==> config.mk <==
export PLATFORM = sky130hd
export DESIGN_NAME = configurable_fifo_modes
export DESIGN_NICKNAME = d
export VERILOG_FILES = /design/src/fifo_modes_pkg.sv /design/src/pipe_sync2.sv /design/src/configurable_fifo_modes.sv
export VERILOG_INCLUDE_DIRS = /design/src
export SDC_FILE = /design/constraint.sdc
export NUM_CORES = 1
export LEC_CHECK = 0
export ABC_AREA = 0
export BUFFER_PORTS_ARGS = -buffer_cell sky130_fd_sc_hd__buf_2
export CORE_MARGIN = 3
export CORE_UTILIZATION = 54
export CTS_CLUSTER_DIAMETER = 50
export DETAILED_ROUTE_END_ITERATION = 10
export PLACE_DENSITY = 0.79
export SYNTH_ARGS = -nofsm -noshare
export SYNTH_HDL_FRONTEND = slang
export SYNTH_SLANG_ARGS = --single-unit
export TNS_END_PERCENT = 30
==> constraint.sdc <==
create_clock -name i_clk -period 3.9 [get_ports i_clk]
set_clock_uncertainty 0.05 [all_clocks]
set_input_delay 0.585 -clock i_clk [delete_from_list [all_inputs] [get_ports i_clk]]
set_output_delay 0.585 -clock i_clk [all_outputs]
set_load 0.03 [all_outputs]
==> src/fifo_modes_cfg.svh <==
// Purpose: Register offsets, field positions, reset values for the FIFO block.
// Assumes: Byte addresses on an AXI4-Lite bus with 32-bit data.
// Notes: Definitions only.
`ifndef FIFO_MODES_CFG_SVH
`define FIFO_MODES_CFG_SVH

// Register byte offsets.
`define CFG_REG_STATUS 8'h00
`define CFG_REG_AE_THR 8'h04
`define CFG_REG_AF_THR 8'h08
`define CFG_REG_INT_STAT 8'h0c
`define CFG_REG_INT_MASK 8'h10

// Status register fields.
`define CFG_ST_EMPTY 0
`define CFG_ST_AEMPTY 1
`define CFG_ST_FULL 2
`define CFG_ST_AFULL 3
`define CFG_ST_LVL_LSB 8

// Interrupt status and mask fields.
`define CFG_INT_UDF 0
`define CFG_INT_OVF 1
`define CFG_INT_W 2

// Reset values of the fill thresholds.
`define CFG_AE_THR_RST 8'h03
`define CFG_AF_THR_RST 8'h03

`endif

==> src/fifo_modes_pkg.sv <==
// Purpose: Shared types of the FIFO block.
// Assumes: Nothing beyond the AXI4-Lite response encoding.
// Notes: Offsets and values live in fifo_modes_cfg.svh.
package fifo_modes_pkg;

  // AXI4-Lite response codes used by the slave.
  typedef enum logic [1:0]
  {
    RESP_OKAY = 2'b00,
    RESP_SLVERR = 2'b10
  } axi_resp_e;

endpackage

==> src/pipe_sync2.sv <==
// Purpose: Two-flop synchroniser, also used to release the reset.
// Assumes: The first flop is read only by the second.
// Notes: Asynchronous reset to zero; the clock enable freezes both stages.
`timescale 1ns/100ps
`default_nettype none
module pipe_sync2
#(
  parameter int WIDTH = 1
)
(
  // Clock, enable and reset.
  input wire logic i_clk,
  input wire logic i_rst_b,
  input wire logic i_ce,
  // Data in and out.
  input wire logic [WIDTH-1:0] i_d,
  output logic [WIDTH-1:0] o_q
);

  logic [WIDTH-1:0] meta_q;
  logic [WIDTH-1:0] out_q;

  // Both stages shift together so no logic ever sees the first stage.
  always_ff @(posedge i_clk or negedge i_rst_b)
  begin
    if (!i_rst_b)
    begin
      meta_q <= '0;
      out_q <= '0;
    end
    else if (i_ce)
    begin
      meta_q <= i_d;
      out_q <= meta_q;
    end
  end

  assign o_q = out_q;

endmodule
`default_nettype wire

==> src/configurable_fifo_modes.sv <==
// Purpose: FIFO with single-clock or pointer-synchronised mode and an AXI4-Lite register file.
// Assumes: DEPTH is a power of two from 2 to 128; producer and consumer share i_clk.
// Notes: Assertions and covers at the end of the module check the behaviour.
`timescale 1ns/100ps
`default_nettype none
`include "fifo_modes_cfg.svh"
module configurable_fifo_modes
#(
  parameter int DATA_W = 32,
  parameter int DEPTH = 16,
  parameter bit SINGLE_CLK = 1'b1
)
(
  // Clock, enable and reset.
  input wire logic i_clk,
  input wire logic i_ce,
  input wire logic i_rst_b,
  // Producer port.
  input wire logic i_wr_en,
  input wire logic [DATA_W-1:0] i_wr_data,
  output logic o_full,
  output logic o_afull,
  output logic o_wr_err,
  // Consumer port.
  input wire logic i_rd_en,
  output logic [DATA_W-1:0] o_rd_data,
  output logic o_empty,
  output logic o_aempty,
  output logic o_rd_err,
  // AXI4-Lite write channels.
  input wire logic [7:0] i_s_axi_awaddr,
  input wire logic i_s_axi_awvalid,
  output logic o_s_axi_awready,
  input wire logic [31:0] i_s_axi_wdata,
  input wire logic [3:0] i_s_axi_wstrb,
  input wire logic i_s_axi_wvalid,
  output logic o_s_axi_wready,
  output fifo_modes_pkg::axi_resp_e o_s_axi_bresp,
  output logic o_s_axi_bvalid,
  input wire logic i_s_axi_bready,
  // AXI4-Lite read channels.
  input wire logic [7:0] i_s_axi_araddr,
  input wire logic i_s_axi_arvalid,
  output logic o_s_axi_arready,
  output logic [31:0] o_s_axi_rdata,
  output fifo_modes_pkg::axi_resp_e o_s_axi_rresp,
  output logic o_s_axi_rvalid,
  input wire logic i_s_axi_rready,
  // Interrupt.
  output logic o_irq
);
  import fifo_modes_pkg::*;

  localparam int AW = $clog2(DEPTH);
  localparam logic [AW:0] DEPTH_L = (AW+1)'(DEPTH);

  // Binary to gray, so only one bit moves per pointer step across a crossing.
  function automatic logic [AW:0] to_gray(input logic [AW:0] b);
    to_gray = b ^ (b >> 1);
  endfunction

  // Gray back to binary on the receiving side.
  function automatic logic [AW:0] from_gray(input logic [AW:0] g);
    logic [AW:0] b;
    b[AW] = g[AW];
    for (int i = AW - 1; i >= 0; i--)
    begin
      b[i] = b[i+1] ^ g[i];
    end
    from_gray = b;
  endfunction

  logic rst_n;
  logic [AW:0] wr_ptr_q;
  logic [AW:0] rd_ptr_q;
  logic [AW:0] wr_ptr_rd;
  logic [AW:0] rd_ptr_wr;
  logic [AW:0] rd_level;
  logic [AW:0] wr_level;
  logic [AW:0] free_cnt;
  logic [AW:0] ae_thr_q;
  logic [AW:0] af_thr_q;
  logic wr_fire;
  logic rd_fire;
  logic [DATA_W-1:0] mem_q [DEPTH];
  logic [DATA_W-1:0] head;
  logic [DATA_W-1:0] pop_data_q;
  logic [DATA_W-1:0] late_data_q;
  logic pop_q;
  logic rd_err_q;
  logic wr_err_q;
  logic [`CFG_INT_W-1:0] int_stat_q;
  logic [`CFG_INT_W-1:0] int_mask_q;
  logic [`CFG_INT_W-1:0] int_set;
  logic [`CFG_INT_W-1:0] int_clr;
  logic aw_have_q;
  logic w_have_q;
  logic bvalid_q;
  logic rvalid_q;
  logic [7:0] aw_addr_q;
  logic [31:0] w_data_q;
  logic [3:0] w_strb_q;
  logic [31:0] rdata_q;
  axi_resp_e bresp_q;
  axi_resp_e rresp_q;
  logic do_write;
  logic wr_known;
  logic lane0;
  logic [31:0] rd_mux;
  logic rd_known;

  // Reset is taken at once but released through two flops onto rst_n.
  // This path ignores i_ce, otherwise a frozen block could never leave reset.
  pipe_sync2 #(.WIDTH(1)) u_rst_sync
  (
    .i_clk(i_clk),
    .i_rst_b(i_rst_b),
    .i_ce(1'b1),
    .i_d(1'b1),
    .o_q(rst_n)
  );

  // Pointer view per mode: direct in single mode, gray-synchronised otherwise.
  generate
    if (SINGLE_CLK)
    begin : g_single
      assign wr_ptr_rd = wr_ptr_q;
      assign rd_ptr_wr = rd_ptr_q;
    end
    else
    begin : g_dual
      logic [AW:0] wr_gray_q;
      logic [AW:0] rd_gray_q;
      logic [AW:0] wr_gray_s;
      logic [AW:0] rd_gray_s;

      // Gray copies come from flops so no glitch reaches the crossing.
      always_ff @(posedge i_clk or negedge rst_n)
      begin
        if (!rst_n)
        begin
          wr_gray_q <= '0;
          rd_gray_q <= '0;
        end
        else if (i_ce)
        begin
          wr_gray_q <= to_gray(wr_ptr_q);
          rd_gray_q <= to_gray(rd_ptr_q);
        end
      end

      pipe_sync2 #(.WIDTH(AW+1)) u_wr_sync
      (
        .i_clk(i_clk),
        .i_rst_b(rst_n),
        .i_ce(i_ce),
        .i_d(wr_gray_q),
        .o_q(wr_gray_s)
      );

      pipe_sync2 #(.WIDTH(AW+1)) u_rd_sync
      (
        .i_clk(i_clk),
        .i_rst_b(rst_n),
        .i_ce(i_ce),
        .i_d(rd_gray_q),
        .o_q(rd_gray_s)
      );

      assign wr_ptr_rd = from_gray(wr_gray_s);
      assign rd_ptr_wr = from_gray(rd_gray_s);
    end
  endgenerate

  // Each flag uses its own pointer directly, so it asserts at once.
  // The far pointer arrives late in dual mode, so deassertion lags.
  assign rd_level = wr_ptr_rd - rd_ptr_q;
  assign wr_level = wr_ptr_q - rd_ptr_wr;
  assign free_cnt = DEPTH_L - wr_level;
  assign o_empty = (rd_level == '0);
  assign o_aempty = (rd_level <= ae_thr_q);
  assign o_full = (wr_level == DEPTH_L);
  assign o_afull = (free_cnt <= af_thr_q);
  assign wr_fire = i_ce & i_wr_en & ~o_full;
  assign rd_fire = i_ce & i_rd_en & ~o_empty;

  // Storage; a refused write never reaches it.
  always_ff @(posedge i_clk)
  begin
    if (wr_fire)
    begin
      mem_q[wr_ptr_q[AW-1:0]] <= i_wr_data;
    end
  end

  // Write pointer; the new word is counted from the next cycle on.
  always_ff @(posedge i_clk or negedge rst_n)
  begin
    if (!rst_n)
    begin
      wr_ptr_q <= '0;
    end
    else if (wr_fire)
    begin
      wr_ptr_q <= wr_ptr_q + 1'b1;
    end
  end

  // Read pointer; moves only on an accepted read, independent of writes.
  always_ff @(posedge i_clk or negedge rst_n)
  begin
    if (!rst_n)
    begin
      rd_ptr_q <= '0;
    end
    else if (rd_fire)
    begin
      rd_ptr_q <= rd_ptr_q + 1'b1;
    end
  end

  assign head = mem_q[rd_ptr_q[AW-1:0]];

  // Output register loads the oldest word on an accepted read only.
  always_ff @(posedge i_clk or negedge rst_n)
  begin
    if (!rst_n)
    begin
      pop_q <= 1'b0;
      pop_data_q <= '0;
    end
    else if (i_ce)
    begin
      pop_q <= rd_fire;
      if (rd_fire)
      begin
        pop_data_q <= head;
      end
    end
  end

  // Dual mode adds one stage, trading a cycle of latency for timing slack.
  always_ff @(posedge i_clk or negedge rst_n)
  begin
    if (!rst_n)
    begin
      late_data_q <= '0;
    end
    else if (i_ce && pop_q)
    begin
      late_data_q <= pop_data_q;
    end
  end

  assign o_rd_data = SINGLE_CLK ? pop_data_q : late_data_q;

  // Error pulses, one cycle after the refused request.
  always_ff @(posedge i_clk or negedge rst_n)
  begin
    if (!rst_n)
    begin
      rd_err_q <= 1'b0;
      wr_err_q <= 1'b0;
    end
    else if (i_ce)
    begin
      rd_err_q <= i_rd_en & o_empty;
      wr_err_q <= i_wr_en & o_full;
    end
  end

  assign o_rd_err = rd_err_q;
  assign o_wr_err = wr_err_q;

  // Handshakes are gated by i_ce so no transfer is taken while frozen.
  assign o_s_axi_awready = i_ce & ~aw_have_q & ~bvalid_q;
  assign o_s_axi_wready = i_ce & ~w_have_q & ~bvalid_q;
  assign o_s_axi_bvalid = i_ce & bvalid_q;
  assign o_s_axi_bresp = bresp_q;
  assign o_s_axi_arready = i_ce & ~rvalid_q;
  assign o_s_axi_rvalid = i_ce & rvalid_q;
  assign o_s_axi_rdata = rdata_q;
  assign o_s_axi_rresp = rresp_q;
  assign do_write = aw_have_q & w_have_q & ~bvalid_q;
  assign lane0 = do_write & w_strb_q[0];
  assign wr_known = (aw_addr_q == `CFG_REG_STATUS) || (aw_addr_q == `CFG_REG_AE_THR) ||
    (aw_addr_q == `CFG_REG_AF_THR) || (aw_addr_q == `CFG_REG_INT_STAT) ||
    (aw_addr_q == `CFG_REG_INT_MASK);

  // Address and data are held separately, so either may come first.
  always_ff @(posedge i_clk or negedge rst_n)
  begin
    if (!rst_n)
    begin
      aw_have_q <= 1'b0;
      w_have_q <= 1'b0;
      bvalid_q <= 1'b0;
      aw_addr_q <= 8'h00;
      w_data_q <= 32'h0000_0000;
      w_strb_q <= 4'h0;
      bresp_q <= RESP_OKAY;
    end
    else if (i_ce)
    begin
      if (i_s_axi_awvalid && o_s_axi_awready)
      begin
        aw_have_q <= 1'b1;
        aw_addr_q <= i_s_axi_awaddr;
      end
      if (i_s_axi_wvalid && o_s_axi_wready)
      begin
        w_have_q <= 1'b1;
        w_data_q <= i_s_axi_wdata;
        w_strb_q <= i_s_axi_wstrb;
      end
      if (do_write)
      begin
        aw_have_q <= 1'b0;
        w_have_q <= 1'b0;
        bvalid_q <= 1'b1;
        bresp_q <= wr_known ? RESP_OKAY : RESP_SLVERR;
      end
      else if (bvalid_q && i_s_axi_bready)
      begin
        bvalid_q <= 1'b0;
      end
    end
  end

  // Thresholds steer the low-fill and near-capacity flags.
  always_ff @(posedge i_clk or negedge rst_n)
  begin
    if (!rst_n)
    begin
      ae_thr_q <= (AW+1)'(`CFG_AE_THR_RST);
      af_thr_q <= (AW+1)'(`CFG_AF_THR_RST);
      int_mask_q <= '0;
    end
    else if (i_ce && lane0)
    begin
      if (aw_addr_q == `CFG_REG_AE_THR)
      begin
        ae_thr_q <= w_data_q[AW:0];
      end
      if (aw_addr_q == `CFG_REG_AF_THR)
      begin
        af_thr_q <= w_data_q[AW:0];
      end
      if (aw_addr_q == `CFG_REG_INT_MASK)
      begin
        int_mask_q <= w_data_q[`CFG_INT_W-1:0];
      end
    end
  end

  // Sticky events; a set in the cycle of its write-one clear still wins.
  assign int_set[`CFG_INT_UDF] = i_ce & i_rd_en & o_empty;
  assign int_set[`CFG_INT_OVF] = i_ce & i_wr_en & o_full;
  assign int_clr = (lane0 && aw_addr_q == `CFG_REG_INT_STAT) ?
    w_data_q[`CFG_INT_W-1:0] : '0;

  always_ff @(posedge i_clk or negedge rst_n)
  begin
    if (!rst_n)
    begin
      int_stat_q <= '0;
    end
    else if (i_ce)
    begin
      int_stat_q <= (int_stat_q & ~int_clr) | int_set;
    end
  end

  assign o_irq = |(int_stat_q & int_mask_q);

  // Read decode; unmapped words read zero with an error response.
  always_comb
  begin
    rd_mux = 32'h0000_0000;
    rd_known = 1'b1;
    case (i_s_axi_araddr)
      `CFG_REG_STATUS:
      begin
        rd_mux[`CFG_ST_EMPTY] = o_empty;
        rd_mux[`CFG_ST_AEMPTY] = o_aempty;
        rd_mux[`CFG_ST_FULL] = o_full;
        rd_mux[`CFG_ST_AFULL] = o_afull;
        rd_mux[`CFG_ST_LVL_LSB +: AW+1] = rd_level;
      end
      `CFG_REG_AE_THR: rd_mux[AW:0] = ae_thr_q;
      `CFG_REG_AF_THR: rd_mux[AW:0] = af_thr_q;
      `CFG_REG_INT_STAT: rd_mux[`CFG_INT_W-1:0] = int_stat_q;
      `CFG_REG_INT_MASK: rd_mux[`CFG_INT_W-1:0] = int_mask_q;
      default: rd_known = 1'b0;
    endcase
  end

  // Read answer is registered one cycle after the address is taken.
  always_ff @(posedge i_clk or negedge rst_n)
  begin
    if (!rst_n)
    begin
      rvalid_q <= 1'b0;
      rdata_q <= 32'h0000_0000;
      rresp_q <= RESP_OKAY;
    end
    else if (i_ce)
    begin
      if (i_s_axi_arvalid && o_s_axi_arready)
      begin
        rvalid_q <= 1'b1;
        rdata_q <= rd_mux;
        rresp_q <= rd_known ? RESP_OKAY : RESP_SLVERR;
      end
      else if (rvalid_q && i_s_axi_rready)
      begin
        rvalid_q <= 1'b0;
      end
    end
  end
endmodule
`default_nettype wire

==> impl_metrics.tcl <==
set metrics [dict create \
    initial_core_util 0.554 \
    leakagePower_nw 9.88 \
    pre_cts_slack_ns 0.0964 \
    worst_slew_pin_slew_ns 1.18 \
    timing.rr.end "o_rd_data[2]$_DFFE_PN0P_" \
    synthTopCellsByArea "edfxtp_1 65%, dfrtp_1 9.1%, mux4_2 6.4%" \
    crit_required_ns 3.26 \
    grt_pass1_wl_um 80200 \
    irDropWorstVdd_mv 0.490 \
    synth_top_area_frac 0.651 \
    final_cells 2125 \
    cts_tree "yes" \
    htree_levels 2 \
    die_area_um2 46300 \
    rows 75 \
    rsz0062_at_grt "yes" \
    design_area_um2 27700 \
    ys_seq_elements 602 \
    path_max_fanout 2 \
    min_period_over_period 1.04 \
    hold_viol 0 \
    crit_path_start_kind "register" \
    cts_sinks 602 \
    routedWlPerCell_um 24.9 \
    grt-ovfl-total 0 \
    cp.arrival_ns 3.42 \
    maxSlewHeadroom 0.214 \
    ys_types 59 \
    routed_via_density 5.98 \
    path_class "reg -> out" \
    num-nets-final 1613 \
    crit_path_end "o_afull" \
    yosys.cell_count.top_type "edfxtp_1" \
    status "complete, but fails checks" \
    clk_pin_slew_ns 0.06 \
    fin_ws_ns -0.152 \
    placedCellCount 1998 \
    setup_violations 2 \
    synthToLayoutAreaGrowth_pct 17.4 \
    min_path_type "in -> reg" \
    drt_iter0_markers 1240 \
    io_pins 174 \
    synth_edf_count 512 \
    postSynthCellCount 1307 \
    die_x_um 215 \
    cts-root-buf "clkbuf_16" \
    reg2reg_slack_ns 0.36 \
    drtAntennaViolNets 0 \
    r2r_cells 14 \
    dr_total_vias 12716 \
    endpoint_kind "output pin" \
    fmaxAchievable_ghz 0.247 \
    die_height_um 215 \
    worst_skew_pair.late_latency_ns 0.60 \
    crit_start "rd_ptr_q[0]$_DFFE_PN0P_" \
    r2r-start "wr_ptr_q[0]$_DFFE_PN0P_" \
    async_flop_share 0.150 \
    drive_gt1_frac 0.280 \
    antenna_found_initial 0 \
    syn_area_um2 23600 \
    failed_checks "setup timing" \
    max_cap_violations 0 \
    fin_crit_ns 4.05 \
    wirelength_um 52900 \
    port_buffers 119 \
    yosysWarnings 0 \
    yosysSeqAreaShare 0.747 \
    cellPowerDensity_nw_per_um2 752 \
    cts_buffer_depth 3 \
    grt_pass1_vias 13267 \
    ys.flop_type "edfxtp_1" \
    synthTopCellsByCount "512 x edfxtp_1, 126 x mux2i_1, 86 x dfrtp_1" \
    post-route-drc-count 0 \
    cts_made_buffers 60 \
    postPlaceCellArea_um2 25400 \
    detailed_place_hpwl_um 29600 \
    grt_usage 0.229 \
    post_synth.cell_area_avg_um2 18.1 \
    core_area_um2 42600 \
    firstDrtPassIters 5 \
    synth_top_area_cell "edfxtp_1" \
    slew_viol_final 0 \
    gp_congestion 0.794 \
    grt_max_degree 139 \
    n_antenna_cell 0 \
]
per-stage QoR:
| stage | util | total power [mW] | TNS (ns) | hold slack (ns) |
|---|---|---|---|---|
| finish | 0.650 | 20.8 | -0.204 | 0.0950 |
| global route | 0.650 | 21.8 | -0.455 | 0.0876 |
| CTS | 0.649 | 20.8 | -0.239 | 0.0654 |
| detailed placement | 0.596 | 14.3 | 0 | 0.292 |
| global placement | 0.596 | 14.1 | 0 | 0.289 |
| floorplan | - | 12.5 | 0 | 0.239 |
cell usage in the layout (no fill, tap or decap), types with 6 or more instances in the layout:
cell type  instances
clkbuf_8           9
bufinv_16          7
xnor2_1            8
clkbuf_16         62
buf_2            117
a21oi_1           37
a22oi_1           31
mux2i_1          126
o21ai_0           12
nand2_1           26
nor2_1            38
conb_1            25
buf_4             56
nor2_4            13
mux4_2            67
ha_1              17
nor3_1            34
buf_12            17
clkbuf_1          17
edfxtp_1         512
nand3_1            6
o22ai_1           62
mux2_2            25
dfrtp_1           82
clkinv_2           7
inv_1             18
cells by family after synthesis:
kind of cell | count (synthesis) | synth area share
AOI/OAI and AO/OA | 174 | 0.0472
xor gates and xnor gates | 13 | 0.00546
adders and majority gates | 23 | 0.0125
buffers and inverters | 111 | 0.0218
DFF | 602 | 0.747
muxes | 220 | 0.131
other | 2 | 0.000318
and+or+nand+nor | 162 | 0.0350
worst max-delay path, stage by stage (launching register included):
cell and delay (ns):
dfrtp_4 0.49, ha_4 0.17, inv_2 0.05, fa_2 0.44, inv_2 0.10, ha_4 0.14, nand2_2 0.06, a21oi_4 0.16
ha_4 0.23, ha_4 0.21, and4_4 0.19, a221o_1 0.34, nand2_2 0.09, buf_6 0.13
worst min-delay path by stage:
stage                                      from  slack (ns)  cells after the start                          end
finish                           i_s_axi_rready         0.1                      2         rvalid_q$_DFFE_PN0P_
global route                     i_s_axi_rready        0.09                      2         rvalid_q$_DFFE_PN0P_
CTS                              i_s_axi_rready        0.07                      2         rvalid_q$_DFFE_PN0P_
detailed placement  u_rst_sync.meta_q$_DFF_PN0_        0.29                      0     u_rst_sync.o_q$_DFF_PN0_
global placement    u_rst_sync.meta_q$_DFF_PN0_        0.29                      0     u_rst_sync.o_q$_DFF_PN0_
floorplan                               i_rst_b        0.24                      0  u_rst_sync.meta_q$_DFF_PN0_
area by class of cell:
| cell class | instances | area, um^2 |
|---|---|---|
| Clock buffer | 88 | 1740 |
| Clock inverter | 26 | 342 |
| Fill cell | 2794 | 14900 |
| Inverter | 22 | 82.6 |
| Multi-Input combinational cell | 617 | 5800 |
| Sequential cell | 602 | 17600 |
| Tap cell | 577 | 722 |
| Timing Repair Buffer | 193 | 1380 |
power breakdown:
group	switching, mW	leakage (nW)	internal [mW]
combinational	3.90	3.16	3.00
sequential	0.336	5.69	7.64
clock	2.38	1.02	3.57
timing repair:
action	4_1_cts	5_1_grt
resized for setup	25	4
buffers inserted	8	4
hold buffers	1	0
endpoints found under the hold margin	2	0
setup endpoints to repair	2	2
pin swaps	13	6
registers in the layout, indices dropped and copies added, names as in the netlist:
register / flops
rd_ptr_q: 5
w_strb_q: 1
int_mask_q: 2
o_s_axi_rresp: 1
aw_addr_q: 8
int_stat_q: 2
mem_q: 512
rvalid_q: 1
u_rst_sync.meta_q: 1
u_rst_sync.o_q: 1
ae_thr_q: 5
bvalid_q: 1
af_thr_q: 5
o_s_axi_bresp: 1
aw_have_q: 1
o_wr_err: 1
o_rd_data: 32
o_rd_err: 1
w_have_q: 1
w_data_q: 5
o_s_axi_rdata: 10
wr_ptr_q: 5
routing by layer:
metal  part of all wire  GRT usage
met1               0.39      0.306
met3              0.077     0.0373
met2               0.51      0.390
met4              0.025     0.0751
met5                  0          0
No activity file was read; power rests on OpenSTA's default activity.
